<file path="src/core/shb_pkg.sv">
// package for the host bus and modem pin block
package shb_pkg;
  localparam int CH_A = 0;
  localparam int CH_B = 1;
  localparam logic [7:0] VECTOR_RESET = 8'h00;
  localparam logic [7:0] BUS_IDLE = 8'hFF;
  localparam int RESET_HOLD_CYCLES = 2;
  localparam int REG_DEPTH = 4;

  typedef struct packed {
    logic sel_a;
    logic is_data;
    logic rd;
    logic wr;
  } shb_access_t;

  typedef struct packed {
    logic auto_en;
    logic dma_mode;
    logic ready_bit;
    logic ie_send;
    logic ie_carrier;
  } shb_chan_cfg_t;

  typedef struct packed {
    logic send_level;
    logic carrier_level;
    logic send_change;
    logic carrier_change;
  } shb_chan_stat_t;

  typedef enum logic [1:0] {
    ST_IDLE   = 2'b00,
    ST_READ   = 2'b01,
    ST_WRITE  = 2'b10,
    ST_RESET  = 2'b11
  } shb_state_t;
endpackage

</file>
<file path="src/core/shb_host_port.sv">
// host bus port, daisy chain and modem control pins
module shb_host_port
  import shb_pkg::*;
(
  input  wire logic       clk,
  input  wire logic       rst_n,
  input  wire logic       clk_en,
  input  wire logic       chip_sel_n,
  input  wire logic       chan_sel,
  input  wire logic       data_ctl_sel,
  input  wire logic       rd_n,
  input  wire logic       wr_n,
  input  wire logic       vector_ack_n,
  input  wire logic [7:0] host_data_in,
  output logic      [7:0] host_data_out,
  output logic            host_data_oe_n,
  input  wire logic       chain_priority_in,
  output logic            chain_priority_out,
  output logic            irq_out,
  output logic            irq_oe_n,
  input  wire logic       send_permit_a_n,
  input  wire logic       send_permit_b_n,
  input  wire logic       carrier_present_a_n,
  input  wire logic       carrier_present_b_n,
  output logic            terminal_ready_or_dma_req_a,
  output logic            terminal_ready_or_dma_req_b,
  input  wire logic [7:0] vector_value,
  input  wire logic       int_ack_done,
  input  shb_chan_cfg_t   cfg_a,
  input  shb_chan_cfg_t   cfg_b,
  input  wire logic [1:0] dma_want,
  output logic      [1:0] tx_enable,
  output logic      [1:0] rx_enable,
  output shb_chan_stat_t  stat_a,
  output shb_chan_stat_t  stat_b,
  output logic            soft_reset,
  output logic            under_service_flag,
  output logic            wr_strobe,
  output logic            wr_chan_a,
  output logic            wr_is_data,
  output logic      [7:0] wr_byte
);
  // two-stage synchronisers for every pin input
  localparam int NSYNC = 15;
  logic [NSYNC-1:0] sync1;
  logic [NSYNC-1:0] sync2;
  wire  [NSYNC-1:0] pin_raw = {host_data_in, chip_sel_n, chan_sel, data_ctl_sel, rd_n, wr_n,
                               vector_ack_n, chain_priority_in};
  logic [3:0]       mdm1;
  logic [3:0]       mdm2;
  logic [3:0]       mdm_prev;
  wire  [3:0]       mdm_raw = {carrier_present_b_n, send_permit_b_n, carrier_present_a_n, send_permit_a_n};

  always_ff @(posedge clk) begin
    if (!rst_n) begin
      sync1 <= {NSYNC{1'b1}};
      sync2 <= {NSYNC{1'b1}};
      mdm1  <= 4'hF;
      mdm2  <= 4'hF;
    end else if (clk_en) begin
      sync1 <= pin_raw;
      sync2 <= sync1;
      mdm1  <= mdm_raw;
      mdm2  <= mdm1;
    end
  end

  wire [7:0] s_data   = sync2[14:7];
  wire       s_cs_n   = sync2[6];
  wire       s_chan   = sync2[5];
  wire       s_dc     = sync2[4];
  wire       s_rd_n   = sync2[3];
  wire       s_wr_n   = sync2[2];
  wire       s_ack_n  = sync2[1];
  wire       s_iei    = sync2[0];

  // bus decode
  wire selected   = !s_cs_n;
  wire both_low   = !s_rd_n && !s_wr_n;
  wire do_reset   = both_low;
  wire do_read    = selected && !s_rd_n && s_wr_n && s_ack_n;
  wire do_write   = selected && !s_wr_n && s_rd_n;
  wire ack_read   = !s_ack_n && !s_rd_n && s_wr_n;
  wire chan_is_a  = s_chan;
  wire is_data    = s_dc;

  shb_state_t state;
  shb_state_t next_state;

  always_comb begin
    next_state = state;
    case (state)
      ST_IDLE: begin
        if (do_reset) begin
          next_state = ST_RESET;
        end else if (do_write) begin
          next_state = ST_WRITE;
        end else if (do_read || ack_read) begin
          next_state = ST_READ;
        end
      end
      ST_READ: begin
        if (do_reset) begin
          next_state = ST_RESET;
        end else if (s_rd_n || (s_cs_n && s_ack_n)) begin
          next_state = ST_IDLE;
        end
      end
      ST_WRITE: begin
        if (do_reset) begin
          next_state = ST_RESET;
        end else if (s_wr_n || s_cs_n) begin
          next_state = ST_IDLE;
        end
      end
      ST_RESET: begin
        if (s_rd_n || s_wr_n) begin
          next_state = ST_IDLE;
        end
      end
      default: next_state = ST_IDLE;
    endcase
  end

  // write takes effect once per strobe, on entry
  wire write_start = (state == ST_IDLE) && !do_reset && do_write;
  wire read_start  = (state == ST_IDLE) && !do_reset && do_read;
  wire ack_start   = (state == ST_IDLE) && !do_reset && !do_write && ack_read;

  // storage: index = {channel, data/control}
  logic [1:0] waddr;
  logic [1:0] raddr;
  logic [7:0] mem_rdata;
  assign waddr = {!chan_is_a, is_data};
  assign raddr = {!chan_is_a, is_data};

  shb_regmem #(.WIDTH(8), .DEPTH(REG_DEPTH)) u_mem (
    .clk   (clk),
    .ce    (clk_en),
    .we    (write_start),
    .waddr (waddr),
    .wdata (s_data),
    .raddr (raddr),
    .rdata (mem_rdata)
  );

  // interrupt pending from modem edges
  wire [3:0] mdm_edge = mdm2 ^ mdm_prev;
  wire [3:0] ie_mask  = {cfg_b.ie_carrier, cfg_b.ie_send, cfg_a.ie_carrier, cfg_a.ie_send};
  logic [3:0] change;
  logic       ack_latched;
  logic       ack_is_ours;
  wire        pending   = |(change & ie_mask);
  // chain may take acknowledge only when higher devices idle
  wire        may_ack   = s_iei && pending && !under_service_flag;

  always_ff @(posedge clk) begin
    if (!rst_n) begin
      state              <= ST_IDLE;
      mdm_prev           <= 4'hF;
      change             <= 4'h0;
      ack_latched        <= 1'b0;
      ack_is_ours        <= 1'b0;
      under_service_flag <= 1'b0;
      soft_reset         <= 1'b0;
    end else if (clk_en) begin
      state       <= next_state;
      soft_reset  <= do_reset;
      mdm_prev    <= mdm2;
      ack_latched <= !s_ack_n;
      // edges set flags; a set beats a same-cycle command-write clear, but a soft reset clears all flags
      if (do_reset) begin
        change <= 4'h0;
      end else if (write_start && !is_data) begin
        change <= mdm_edge | (change & ~{!chan_is_a, !chan_is_a, chan_is_a, chan_is_a});
      end else begin
        change <= change | mdm_edge;
      end
      if (ack_start) begin
        ack_is_ours <= may_ack;
      end else if (s_ack_n) begin
        ack_is_ours <= 1'b0;
      end
      // a new acknowledge beats a same-cycle service-done clear
      if (do_reset) begin
        under_service_flag <= 1'b0;
      end else if (ack_start && may_ack) begin
        under_service_flag <= 1'b1;
      end else if (int_ack_done) begin
        under_service_flag <= 1'b0;
      end
    end
  end

  // bus drivers and pin outputs
  logic        rd_phase;
  logic        rd_vec;
  always_ff @(posedge clk) begin
    if (!rst_n) begin
      rd_phase                    <= 1'b0;
      rd_vec                      <= 1'b0;
      host_data_out               <= BUS_IDLE;
      host_data_oe_n              <= 1'b1;
      chain_priority_out          <= 1'b0;
      irq_out                     <= 1'b0;
      irq_oe_n                    <= 1'b1;
      terminal_ready_or_dma_req_a <= 1'b0;
      terminal_ready_or_dma_req_b <= 1'b0;
      tx_enable                   <= 2'b00;
      rx_enable                   <= 2'b00;
      stat_a                      <= '0;
      stat_b                      <= '0;
      wr_strobe                   <= 1'b0;
      wr_chan_a                   <= 1'b0;
      wr_is_data                  <= 1'b0;
      wr_byte                     <= 8'h00;
    end else if (clk_en) begin
      rd_phase <= (next_state == ST_READ) && read_start;
      rd_vec   <= ack_start && may_ack;
      if (rd_phase) begin
        host_data_out  <= mem_rdata;
        host_data_oe_n <= 1'b0;
      end else if (rd_vec) begin
        host_data_out  <= vector_value;
        host_data_oe_n <= 1'b0;
      end else if (state != ST_READ || next_state != ST_READ) begin
        host_data_oe_n <= 1'b1;
      end
      // blocks lower devices while acknowledging or under service
      chain_priority_out <= s_iei && !under_service_flag && !(ack_latched && pending);
      irq_out            <= 1'b0;
      irq_oe_n           <= !(pending && !under_service_flag);
      terminal_ready_or_dma_req_a <= cfg_a.dma_mode ? dma_want[CH_A] : cfg_a.ready_bit;
      terminal_ready_or_dma_req_b <= cfg_b.dma_mode ? dma_want[CH_B] : cfg_b.ready_bit;
      tx_enable[CH_A] <= !cfg_a.auto_en || !mdm2[0];
      tx_enable[CH_B] <= !cfg_b.auto_en || !mdm2[2];
      rx_enable[CH_A] <= !cfg_a.auto_en || !mdm2[1];
      rx_enable[CH_B] <= !cfg_b.auto_en || !mdm2[3];
      stat_a <= '{send_level: !mdm2[0], carrier_level: !mdm2[1], send_change: change[0], carrier_change: change[1]};
      stat_b <= '{send_level: !mdm2[2], carrier_level: !mdm2[3], send_change: change[2], carrier_change: change[3]};
      wr_strobe  <= write_start;
      wr_chan_a  <= chan_is_a;
      wr_is_data <= is_data;
      wr_byte    <= s_data;
    end
  end
endmodule

</file>
<file path="src/core/shb_regmem.sv">
// per-channel data/control storage, registered read data
module shb_regmem #(
  parameter int WIDTH = 8,
  parameter int DEPTH = 4
) (
  input  wire logic                     clk,
  input  wire logic                     ce,
  input  wire logic                     we,
  input  wire logic [$clog2(DEPTH)-1:0] waddr,
  input  wire logic [WIDTH-1:0]         wdata,
  input  wire logic [$clog2(DEPTH)-1:0] raddr,
  output logic      [WIDTH-1:0]         rdata
);
  logic [WIDTH-1:0] mem [DEPTH];

  always_ff @(posedge clk) begin
    if (ce) begin
      if (we) begin
        mem[waddr] <= wdata;
      end
      rdata <= mem[raddr];
    end
  end
endmodule

</file>
<file path="config.mk">
export PLATFORM = sky130hd
export DESIGN_NAME = shb_host_port
export DESIGN_NICKNAME = d
export VERILOG_FILES = /design/src/core/shb_pkg.sv /design/src/core/shb_host_port.sv /design/src/core/shb_regmem.sv
export SDC_FILE = /design/constraint.sdc
export NUM_CORES = 1
export LEC_CHECK = 0
export ABC_AREA = 1
export BUFFER_PORTS_ARGS = -buffer_cell sky130_fd_sc_hd__buf_2
export CORE_MARGIN = 1.5
export CORE_UTILIZATION = 59
export DETAILED_ROUTE_END_ITERATION = 16
export MAX_ROUTING_LAYER = met4
export PLACE_DENSITY = 0.83
export SLEW_MARGIN = 20
export SYNTH_ARGS = -nofsm -noshare
export SYNTH_HDL_FRONTEND = slang
export SYNTH_SLANG_ARGS = --single-unit
</file>
<file path="constraint.sdc">
create_clock -name clk -period 3.7 [get_ports clk]
set_clock_uncertainty 0.05 [all_clocks]
set_input_delay 0.185 -clock clk [delete_from_list [all_inputs] [get_ports clk]]
set_output_delay 0.185 -clock clk [all_outputs]
set_load 0.005 [all_outputs]
</file>
==> results of run 1 <==
==> sequential cells by signal, summed over array words and instances, names as in the netlist, 2 cells and up <==
name	cells
mdm2	4
wr_byte	8
rx_enable	2
u_mem.mem	32
state	2
u_mem.rdata	8
tx_enable	2
sync2	15
stat_a	4
mdm_prev	4
stat_b	4
mdm1	4
sync1	15
change	4
host_data_out	8
==> synth_stat cells, types with 2 or more instances <==
cell	count	area, um2
a21oi_1	31	155
a22oi_1	7	52.6
buf_2	12	60.1
buf_4	2	15.0
clkbuf_1	15	56.3
dfxtp_1	89	1780
edfxtp_1	40	1200
inv_1	30	113
inv_2	2	7.51
nand2_1	133	499
nand3_1	46	230
nand4_1	4	25.0
nor2_1	40	150
nor2_2	3	18.8
nor3_1	5	25.0
o211ai_1	13	97.6
o21ai_0	44	220
xor2_1	4	35.0
==> report_power, final <==
part	internal, mW	leakage (nW)	switching [mW]
clock network	1.10	0.311	0.593
registers	1.53	1.10	0.0492
logic	0.106	1.34	0.141
total	2.74	2.75	0.783
==> cell usage in the layout, fill, tap and decap left out, types with 2 or more instances in the layout <==
cell type      instances
nand2_1              133
dfxtp_1               89
buf_2                 80
nand3_1               46
o21ai_0               44
nor2_1                40
edfxtp_1              40
dlygate4sd3_1         34
a21oi_1               31
inv_1                 30
clkbuf_16             19
o211ai_1              13
a22oi_1                7
clkbuf_8               6
nand4_1                4
nor3_1                 4
xor2_1                 4
buf_4                  4
nor2_2                 3
inv_2                  2
clkbuf_1               2
inv_4                  2
==> area by class of cell <==
cell class,instances,area [um2]
Clock inverter,5,56.3
Clock buffer,27,566
Fill cell,505,1620
Multi-Input combinational cell,336,1570
Inverter,32,120
Tap cell,102,128
Sequential cell,129,2980
Timing Repair Buffer,118,771
==> per-layer routing <==
metal  share of wire [%]  global-route usage (%)  vias up
met5                   0                       -        -
li1                    -                       -     1975
met3                 5.2                    7.32       25
met1                  42                    33.8     1899
met4                 1.6                    9.60        0
met2                  51                    50.3      152
==> worst max-delay path, cell delays in order, from the launching register on <==
cell and delay, ns:
dfxtp_1 0.34, nor2_2 0.20, inv_2 0.09, nor2_4 0.12, nand2_2 0.10, nor3_1 0.86
==> how the worst min path moves through the flow <==
stage / startpoint / endpoint / slack, ns / depth (start not counted)
final: cfg_a[1] / irq_oe_n / 0.07 / 6
after global routing: cfg_a[1] / chain_priority_out / 0.11 / 6
after CTS: cfg_a[1] / irq_oe_n / 0.05 / 6
after detailed placement: host_data_in[1] / sync1[8] / 0.35 / 3
after global placement: host_data_in[7] / sync1[14] / 0.35 / 3
after floorplan: clk_en / u_mem.rdata[0] / 0.25 / 0
==> stage by stage <==
step / hold WS (ns) / util (%) / area [um2]
finish: 0.0669 / 79.3 / 6190
global route: 0.106 / 79.3 / 6190
CTS: 0.0496 / 79.2 / 6190
detailed placement: 0.348 / 66.9 / 5220
global placement: 0.346 / 66.9 / 5220
floorplan: 0.247 / - / 4800
==> cell families after synthesis <==
kind of cell,after synthesis
AND/OR/NAND/NOR,234
flip-flops,129
AO/OA/AOI/OAI,97
buffers and inverters,62
XOR/XNOR,4
other,1
==> key figures, run 1 <==
Worst setup path
  – Worst setup path start: state[1]
  – Reg-to-Reg End: u_mem.mem[1][0]
  – FF-to-FF setup slack: 1.56 ns
  – Top fanout value on the critical path: 8
  – Worst EP required: 3.78 ns
  – Worst r2r src: state[1]
  – Critical path endpoint category: flop
  – Startpoint types: flop
  – R2r worst-path depth: 5
  – WS Path Type: flop to flop
  – Critical Path Sink: u_mem.mem[1][0]
  – Crit path arrival time: 2.23 ns

Final layout
  – Antenna fix cells: 0
  – Area delta synth->final: 29.0%
  – Non-filler instance count after layout: 749
  – # nets final: 677
  – Share of layout cells above drive strength 1: 19.2%

Timing
  – TNS Setup: 0 ns
  – Peak Freq: 0.466 GHz
  – Final hold vios: 0
  – Worst-Margin Slew: 1.09 ns
  – Relative max-transition margin: 26.6%
  – Final Setup Violations: 0
  – Unrepaired setup endpoints after global routing: false
  – Final Max Tran Viols: 0
  – Final worst setup slack: 1.56 ns
  – Min Tclk post-route: 2.14 ns
  – Final Cycle Share: 57.9%

Clock network
  – H-tree depth: 4
  – Clk_lat worst skew: 0.52 ns
  – Post-cts resize count: 0
  – Clock-pin slew on the worst setup and hold paths: 0.06 ns
  – CTS buffer count: 17
  – Clk sinks: 129
  – Clock Tree Buf Depth: 2
  – Post-CTS Setup Bufs: 0
  – Hold buffers post-CTS: 34
  – CTS Root Cell: clkbuf_8
  – CTS tree: built

Logic synthesis
  – Cell area after synthesis: 4800 um2
  – Ys async rst share: 0%
  – Synth Area per Inst: 9.11 um2
  – Synth Area in XOR/XNOR: 0.730%
  – Mux contribution to synthesized area: 0%
  – Seq cells post-synth: 129
  – Syn nets: 570
  – Post-synth cell types: 25
  – Post-synth EDFFs: 40
  – Combinational family with the most area after synthesis: simple AND/OR/NAND/NOR gates
  – Post-synthesis compound-gate area fraction: 11.3%
  – Main synth FF type: dfxtp_1
  – Number of synthesis warnings: 0
  – Register area share after synthesis: 62.1%
  – Mapped Cells: 527
  – Post-synthesis simple-gate area fraction: 20.5%
  – Adder-cell share of the synthesized area: 0%

GRT
  – Wire length of the first global-routing pass: 18700 um
  – GR Util All Layers: 29.4%
  – Pin count of the biggest net entering global routing: 67
  – Number of global-route vias before repair: 3977
  – Grt ovf: 0
  – Antenna violations before repair: 0

Routing
  – Vias: 4051
  – # DRC: 0
  – Vias/cell: 5.41
  – Iter 0 DRT Violations: 289
  – Antenna-violating nets left: 0
  – Drt total wl: 11500 um
  – Routed wire per std cell: 15.3 um
  – Drt pass-1 iters: 5

Power
  – Tot Pwr: 3.52 mW
  – Power Density: 568 nW/um2
  – Leak: 2.75 nW
  – Max IR drop VDD: 389 uV

Placed design
  – Placed Cells: 683
  – PortBufs: 80
  – Gp weighted congestion: 0.890
  – DP Wirelength: 6330 um
  – Dpl ws: 1.61 ns

Run status
  – Status: finished clean

Hold path
  – Worst hold path class: primary input to flop

Die
  – Core area: 7810 um2
  – # IOs: 82
  – Die area: 8690 um2
  – FP Rows: 32
  – Die W: 93.2 um
  – Die H: 93.2 um
  – Initial Util: 61.5%

Flow run
  – Number of max-cap violations: 0
Note: power is estimated with default switching activity, not from simulation.
==> run 2, diff against run 1 <==
--- a/config.mk
+++ b/config.mk
@@ -8,10 +8,10 @@
 export ABC_AREA = 1
 export BUFFER_PORTS_ARGS = -buffer_cell sky130_fd_sc_hd__buf_2
 export CORE_MARGIN = 1.5
-export CORE_UTILIZATION = 59
+export CORE_UTILIZATION = 50
 export DETAILED_ROUTE_END_ITERATION = 16
 export MAX_ROUTING_LAYER = met4
-export PLACE_DENSITY = 0.83
+export PLACE_DENSITY = 0.75
 export SLEW_MARGIN = 20
 export SYNTH_ARGS = -nofsm -noshare
 export SYNTH_HDL_FRONTEND = slang
==> constraint.sdc (replaced) <==
create_clock -name clk -period 1.78 [get_ports clk]
set_clock_uncertainty 0.05 [all_clocks]
set_input_delay 0.089 -clock clk [delete_from_list [all_inputs] [get_ports clk]]
set_output_delay 0.089 -clock clk [all_outputs]
set_load 0.005 [all_outputs]
==> run 2 against run 1 <==
  * Total power grew 100%
  * Sequential share of layout area shrank 0.85 points
  * Critical path depth grew 3
  * Critical path type unchanged
  * Highest routed layer unchanged
==> key figures, run 2 (synthesized netlist as in run 1, its figures left out) <==
Timing
  – Min Tclk post-route: 1.64 ns
  – Relative max-transition margin: 59.9%
  – Peak Freq: 0.609 GHz
  – Final hold vios: 0
  – TNS Setup: 0 ns
  – Final Setup Violations: 0
  – Final Max Tran Viols: 0
  – Final Cycle Share: 92.2%
  – Worst-Margin Slew: 0.602 ns
  – Unrepaired setup endpoints after global routing: false

Worst setup path
  – WS Path Type: flop to flop
  – Top fanout value on the critical path: 9
  – Startpoint types: flop
  – Critical path endpoint category: flop
  – Crit path arrival time: 1.99 ns
  – FF-to-FF setup slack: 0.14 ns
  – Worst EP required: 2.13 ns

Final layout
  – Most frequent cells in the layout: 133 x nand2_1, 89 x dfxtp_1, 80 x buf_2, 46 x nand3_1, 44 x o21ai_0
  – Final core utilization: 67.9%
  – Area delta synth->final: 31.3%
  – Fill count: 712
  – Reg with most FFs: u_mem.mem
  – Largest register FFs: 32
  – Most common cell after layout, fill and taps aside: nand2_1
  – # nets final: 690
  – Non-filler instance count after layout: 789
  – Largest regs: u_mem.mem: 32 flops, sync1: 15 flops, sync2: 15 flops
  – Design Area, Final: 6300 um2
  – Share of layout cells above drive strength 1: 20.5%
  – Antenna fix cells: 0

Routing
  – Vias: 3926
  – Drt pass-1 iters: 5
  – Antenna-violating nets left: 0
  – Vias/cell: 4.98
  – Drt total wl: 10200 um
  – Iter 0 DRT Violations: 268
  – Routed wire per std cell: 13.0 um
  – # DRC: 0

GRT
  – Antenna violations before repair: 0
  – Number of global-route vias before repair: 3717
  – Pin count of the biggest net entering global routing: 66
  – GR Util All Layers: 21.8%
  – Grt ovf: 0
  – Wire length of the first global-routing pass: 16600 um

Placed design
  – PortBufs: 80
  – DP Wirelength: 6650 um
  – Post-DP Area: 5320 um2
  – Gp weighted congestion: 0.901
  – Placed Cells: 718

Clock network
  – CTS buffer count: 17
  – Clk sinks: 129
  – CTS tree: built
  – Clock Tree Buf Depth: 2
  – CTS Root Cell: clkbuf_8
  – Clock-pin slew on the worst setup and hold paths: 0.06 ns
  – Clk_lat worst skew: 0.51 ns
  – Post-CTS Setup Bufs: 0
  – H-tree depth: 4

Run status
  – Status: finished clean

Power
  – Power Density: 1120 nW/um2
  – Leak: 2.78 nW
  – Tot Pwr: 7.04 mW
  – Max IR drop VDD: 638 uV

Die
  – Die H: 101 um
  – Core area: 9280 um2
  – Die area: 10200 um2
  – FP Rows: 35
  – Initial Util: 51.7%
  – Die W: 101 um
  – # IOs: 82

Flow run
  – Number of max-cap violations: 0

Hold path
  – Worst hold path class: primary input to flop
-- run 2: cell count changes in the layout (fill, tap and decap cells not counted), moves of 3 or more --
cell	before	now
buf_4	4	10
dlygate4sd3_1	34	39
clkbuf_8	6	1
clkinv_4	1	4
inv_6	0	3
-- run 2: worst max-delay path, stage by stage (launching register included) --
cell	delay [ns]
dfxtp_1	0.34
nor2_2	0.21
inv_2	0.09
nor2_4	0.12
nand2_2	0.10
nor3_4	0.37
nor2_1	0.12
nand2_1	0.08
a21oi_1	0.06
-- run 2: layout make-up --
type | instances | area [um2] | share of cell area [%]
Sequential cell | 129 | 2980 | 47.3
Multi-Input combinational cell | 336 | 1570 | 24.9
Timing Repair Buffer | 131 | 888 | 14.1
Clock buffer | 20 | 489 | 7.76
Tap cell | 129 | 161 | 2.56
Inverter | 32 | 120 | 1.91
Clock inverter | 12 | 92.6 | 1.47
-- run 2: power breakdown --
| part | switching, mW | internal [mW] | total [mW] |
|---|---|---|---|
| logic | 0.281 | 0.239 | 0.519 |
| clock network | 1.28 | 1.98 | 3.26 |
| registers | 0.0961 | 3.17 | 3.27 |
| total | 1.66 | 5.39 | 7.04 |
-- run 2: what timing repair did --
item,4_1_cts,5_1_grt
endpoints found under the hold margin,44,0
hold buffers,39,0
setup endpoints to repair,0,9
resized for setup,0,4
-- run 2: metal layers --
layer	global-route usage, %	up-vias	share of wire, %
li1	-	2012	-
met1	26.5	1764	46
met2	35.2	128	48
met3	5.83	22	4.5
met4	7.69	0	1.3
met5	-	-	0
-- run 2: path summary, 6_finish.rpt --
path,start,end,depth (start not counted)
worst max register to register,state[1],change[0],8
worst max-delay path,state[1],change[0],8
worst min register to register,stat_b[2],stat_b[2],2
worst min-delay path,cfg_a[0],rd_vec,5
-- run 2: through the flow --
stage,setup WS (ns),hold slack (ns)
2_1_floorplan,-0.0126,0.151
3_3_place_gp,0.228,0.250
3_5_place_dp,0.132,0.256
4_1_cts,0.0976,0.0303
5_1_grt,0.00428,0.0717
6_report,0.139,0.0482
==> run 3, diff against run 2 <==
--- a/config.mk
+++ b/config.mk
@@ -12,6 +12,7 @@
 export DETAILED_ROUTE_END_ITERATION = 16
 export MAX_ROUTING_LAYER = met4
 export PLACE_DENSITY = 0.75
+export RECOVER_POWER = 100
 export SLEW_MARGIN = 20
 export SYNTH_ARGS = -nofsm -noshare
 export SYNTH_HDL_FRONTEND = slang
==> run 3 against run 2 <==
  * Fmax decreased by 1.9%
  * Cell count unchanged
  * Via count increased by 0.10%
  * Critical path type unchanged
  * Critical endpoint is now change[1]
  * Highest routed layer unchanged
==> key figures, run 3 (synthesized netlist as in run 1, its figures left out) <==
Final layout
  – Most common cell after layout, fill and taps aside: nand2_1
  – # nets final: 690
  – Share of layout cells above drive strength 1: 17.4%
  – Design Area, Final: 6260 um2
  – Largest register FFs: 32
  – Largest regs: u_mem.mem: 32 flops, sync1: 15 flops, sync2: 15 flops
  – Fill count: 724
  – Antenna fix cells: 0
  – Area delta synth->final: 30.5%
  – Non-filler instance count after layout: 789
  – Most frequent cells in the layout: 133 x nand2_1, 89 x dfxtp_1, 62 x buf_2, 46 x nand3_1, 44 x o21ai_0
  – Reg with most FFs: u_mem.mem

Run status
  – Status: finished clean

Clock network
  – Clock Tree Buf Depth: 2
  – CTS tree: built
  – CTS Root Cell: clkbuf_8
  – Clk sinks: 129
  – Clock-pin slew on the worst setup and hold paths: 0.06 ns
  – H-tree depth: 4
  – Clk_lat worst skew: 0.51 ns
  – CTS buffer count: 17

GRT
  – Pin count of the biggest net entering global routing: 66
  – Antenna violations before repair: 0
  – Number of global-route vias before repair: 3717
  – Grt ovf: 0
  – Wire length of the first global-routing pass: 16600 um
  – GR Util All Layers: 21.8%

Placed design
  – DP Wirelength: 6650 um
  – Post-DP Area: 5320 um2
  – Placed Cells: 718
  – PortBufs: 80
  – Gp weighted congestion: 0.901

Hold path
  – Worst hold path class: primary input to flop

Worst setup path
  – Worst EP required: 2.13 ns
  – Slowest CP cell: nor3_4
  – WS Path Type: flop to flop
  – Max incr delay on CP: 0.38 ns
  – Crit path arrival time: 2.02 ns
  – Top fanout value on the critical path: 9
  – Startpoint types: flop
  – Critical-path cell list: nor2_2 > inv_2 > nor2_4 > nand2_2 > nor3_4 > nor2_1 > nand2_1 > a21oi_1
  – Critical path endpoint category: flop

Routing
  – Routed wire per std cell: 13.0 um
  – Drt pass-1 iters: 5
  – Met1 wire length: 4780 um
  – Max Used Layer: met4
  – WL met3: 468 um
  – Vias: 3930
  – Drt total wl: 10300 um
  – Vias/cell: 4.98
  – Antenna-violating nets left: 0
  – # DRC: 0
  – Met2 wire length: 4920 um
  – Iter 0 DRT Violations: 233

Timing
  – Peak Freq: 0.598 GHz
  – Relative max-transition margin: 52.3%
  – Final Cycle Share: 94.0%
  – Worst-Margin Slew: 0.716 ns
  – Unrepaired setup endpoints after global routing: false
  – Min Tclk post-route: 1.67 ns
  – Final hold vios: 0
  – Final Max Tran Viols: 0
  – TNS Setup: 0 ns
  – Final Setup Violations: 0

Die
  – Die H: 101 um
  – Core area: 9280 um2
  – Die W: 101 um
  – Initial Util: 51.7%
  – Die area: 10200 um2
  – # IOs: 82
  – FP Rows: 35

Flow run
  – Number of max-cap violations: 0

Power
  – Leak: 2.72 nW
  – Max IR drop VDD: 644 uV
  – Power Density: 1130 nW/um2
-- run 3: cell count changes in the layout (fill, tap and decap cells not counted), sizes merged --
cell and change:
clkbuf +23, buf -23
-- run 3: power by group --
part | leakage, nW | internal (mW) | switching [mW]
Combinational | 1.34 | 0.232 | 0.282
Clock | 0.284 | 1.98 | 1.29
Sequential | 1.10 | 3.17 | 0.0962
-- run 3: final cells by class --
| cell class | count | area (um2) | area share, % |
|---|---|---|---|
| Clock inverter | 12 | 92.6 | 1.48 |
| Multi-Input combinational cell | 336 | 1570 | 25.0 |
| Timing Repair Buffer | 131 | 852 | 13.6 |
| Tap cell | 129 | 161 | 2.58 |
| Clock buffer | 20 | 489 | 7.81 |
| Sequential cell | 129 | 2980 | 47.6 |
| Inverter | 32 | 120 | 1.92 |
-- run 3: final timing paths --
path         slack, ns  depth (start not counted)   endpoint      start
min               0.06                          5     rd_vec   cfg_a[0]
max reg2reg       0.11                          8  change[1]   state[1]
min reg2reg       0.41                          2  stat_b[2]  stat_b[2]
max               0.11                          8  change[1]   state[1]
-- run 3: through the flow --
stage                     hold WS (ns)  power [mW]  utilization, %  setup slack (ns)
after floorplan                  0.151        3.59               -           -0.0126
after global routing            0.0717        7.30            67.5            0.0133
after detailed placement         0.256        3.77            57.3             0.132
after CTS                       0.0303        7.09            67.7            0.0976
final                           0.0553        7.05            67.5             0.107
after global placement           0.250        3.75            57.3             0.228
-- run 3: critical path: cells and delay by family, from the launching register on --
kind | cells | cell delay, ns
AND/OR/NAND/NOR | 6 | 1.03
AO/OA/AOI/OAI | 1 | 0.05
buffers and inverters | 1 | 0.10
flip-flops | 1 | 0.34
-- run 3: layer usage --
| metal | track usage [%] | vias up |
|---|---|---|
| li1 | - | 2012 |
| met3 | 5.83 | 17 |
| met1 | 26.5 | 1786 |
| met5 | - | - |
| met2 | 35.2 | 115 |
| met4 | 7.69 | 0 |
-- run 3: what timing repair did --
| action | 4_1_cts | 5_1_grt |
|---|---|---|
| setup buffers | 0 | 0 |
| setup endpoints to repair | 0 | 9 |
| hold endpoints to repair | 44 | 0 |
| hold buffers | 39 | 0 |
| resized for setup | 0 | 4 |
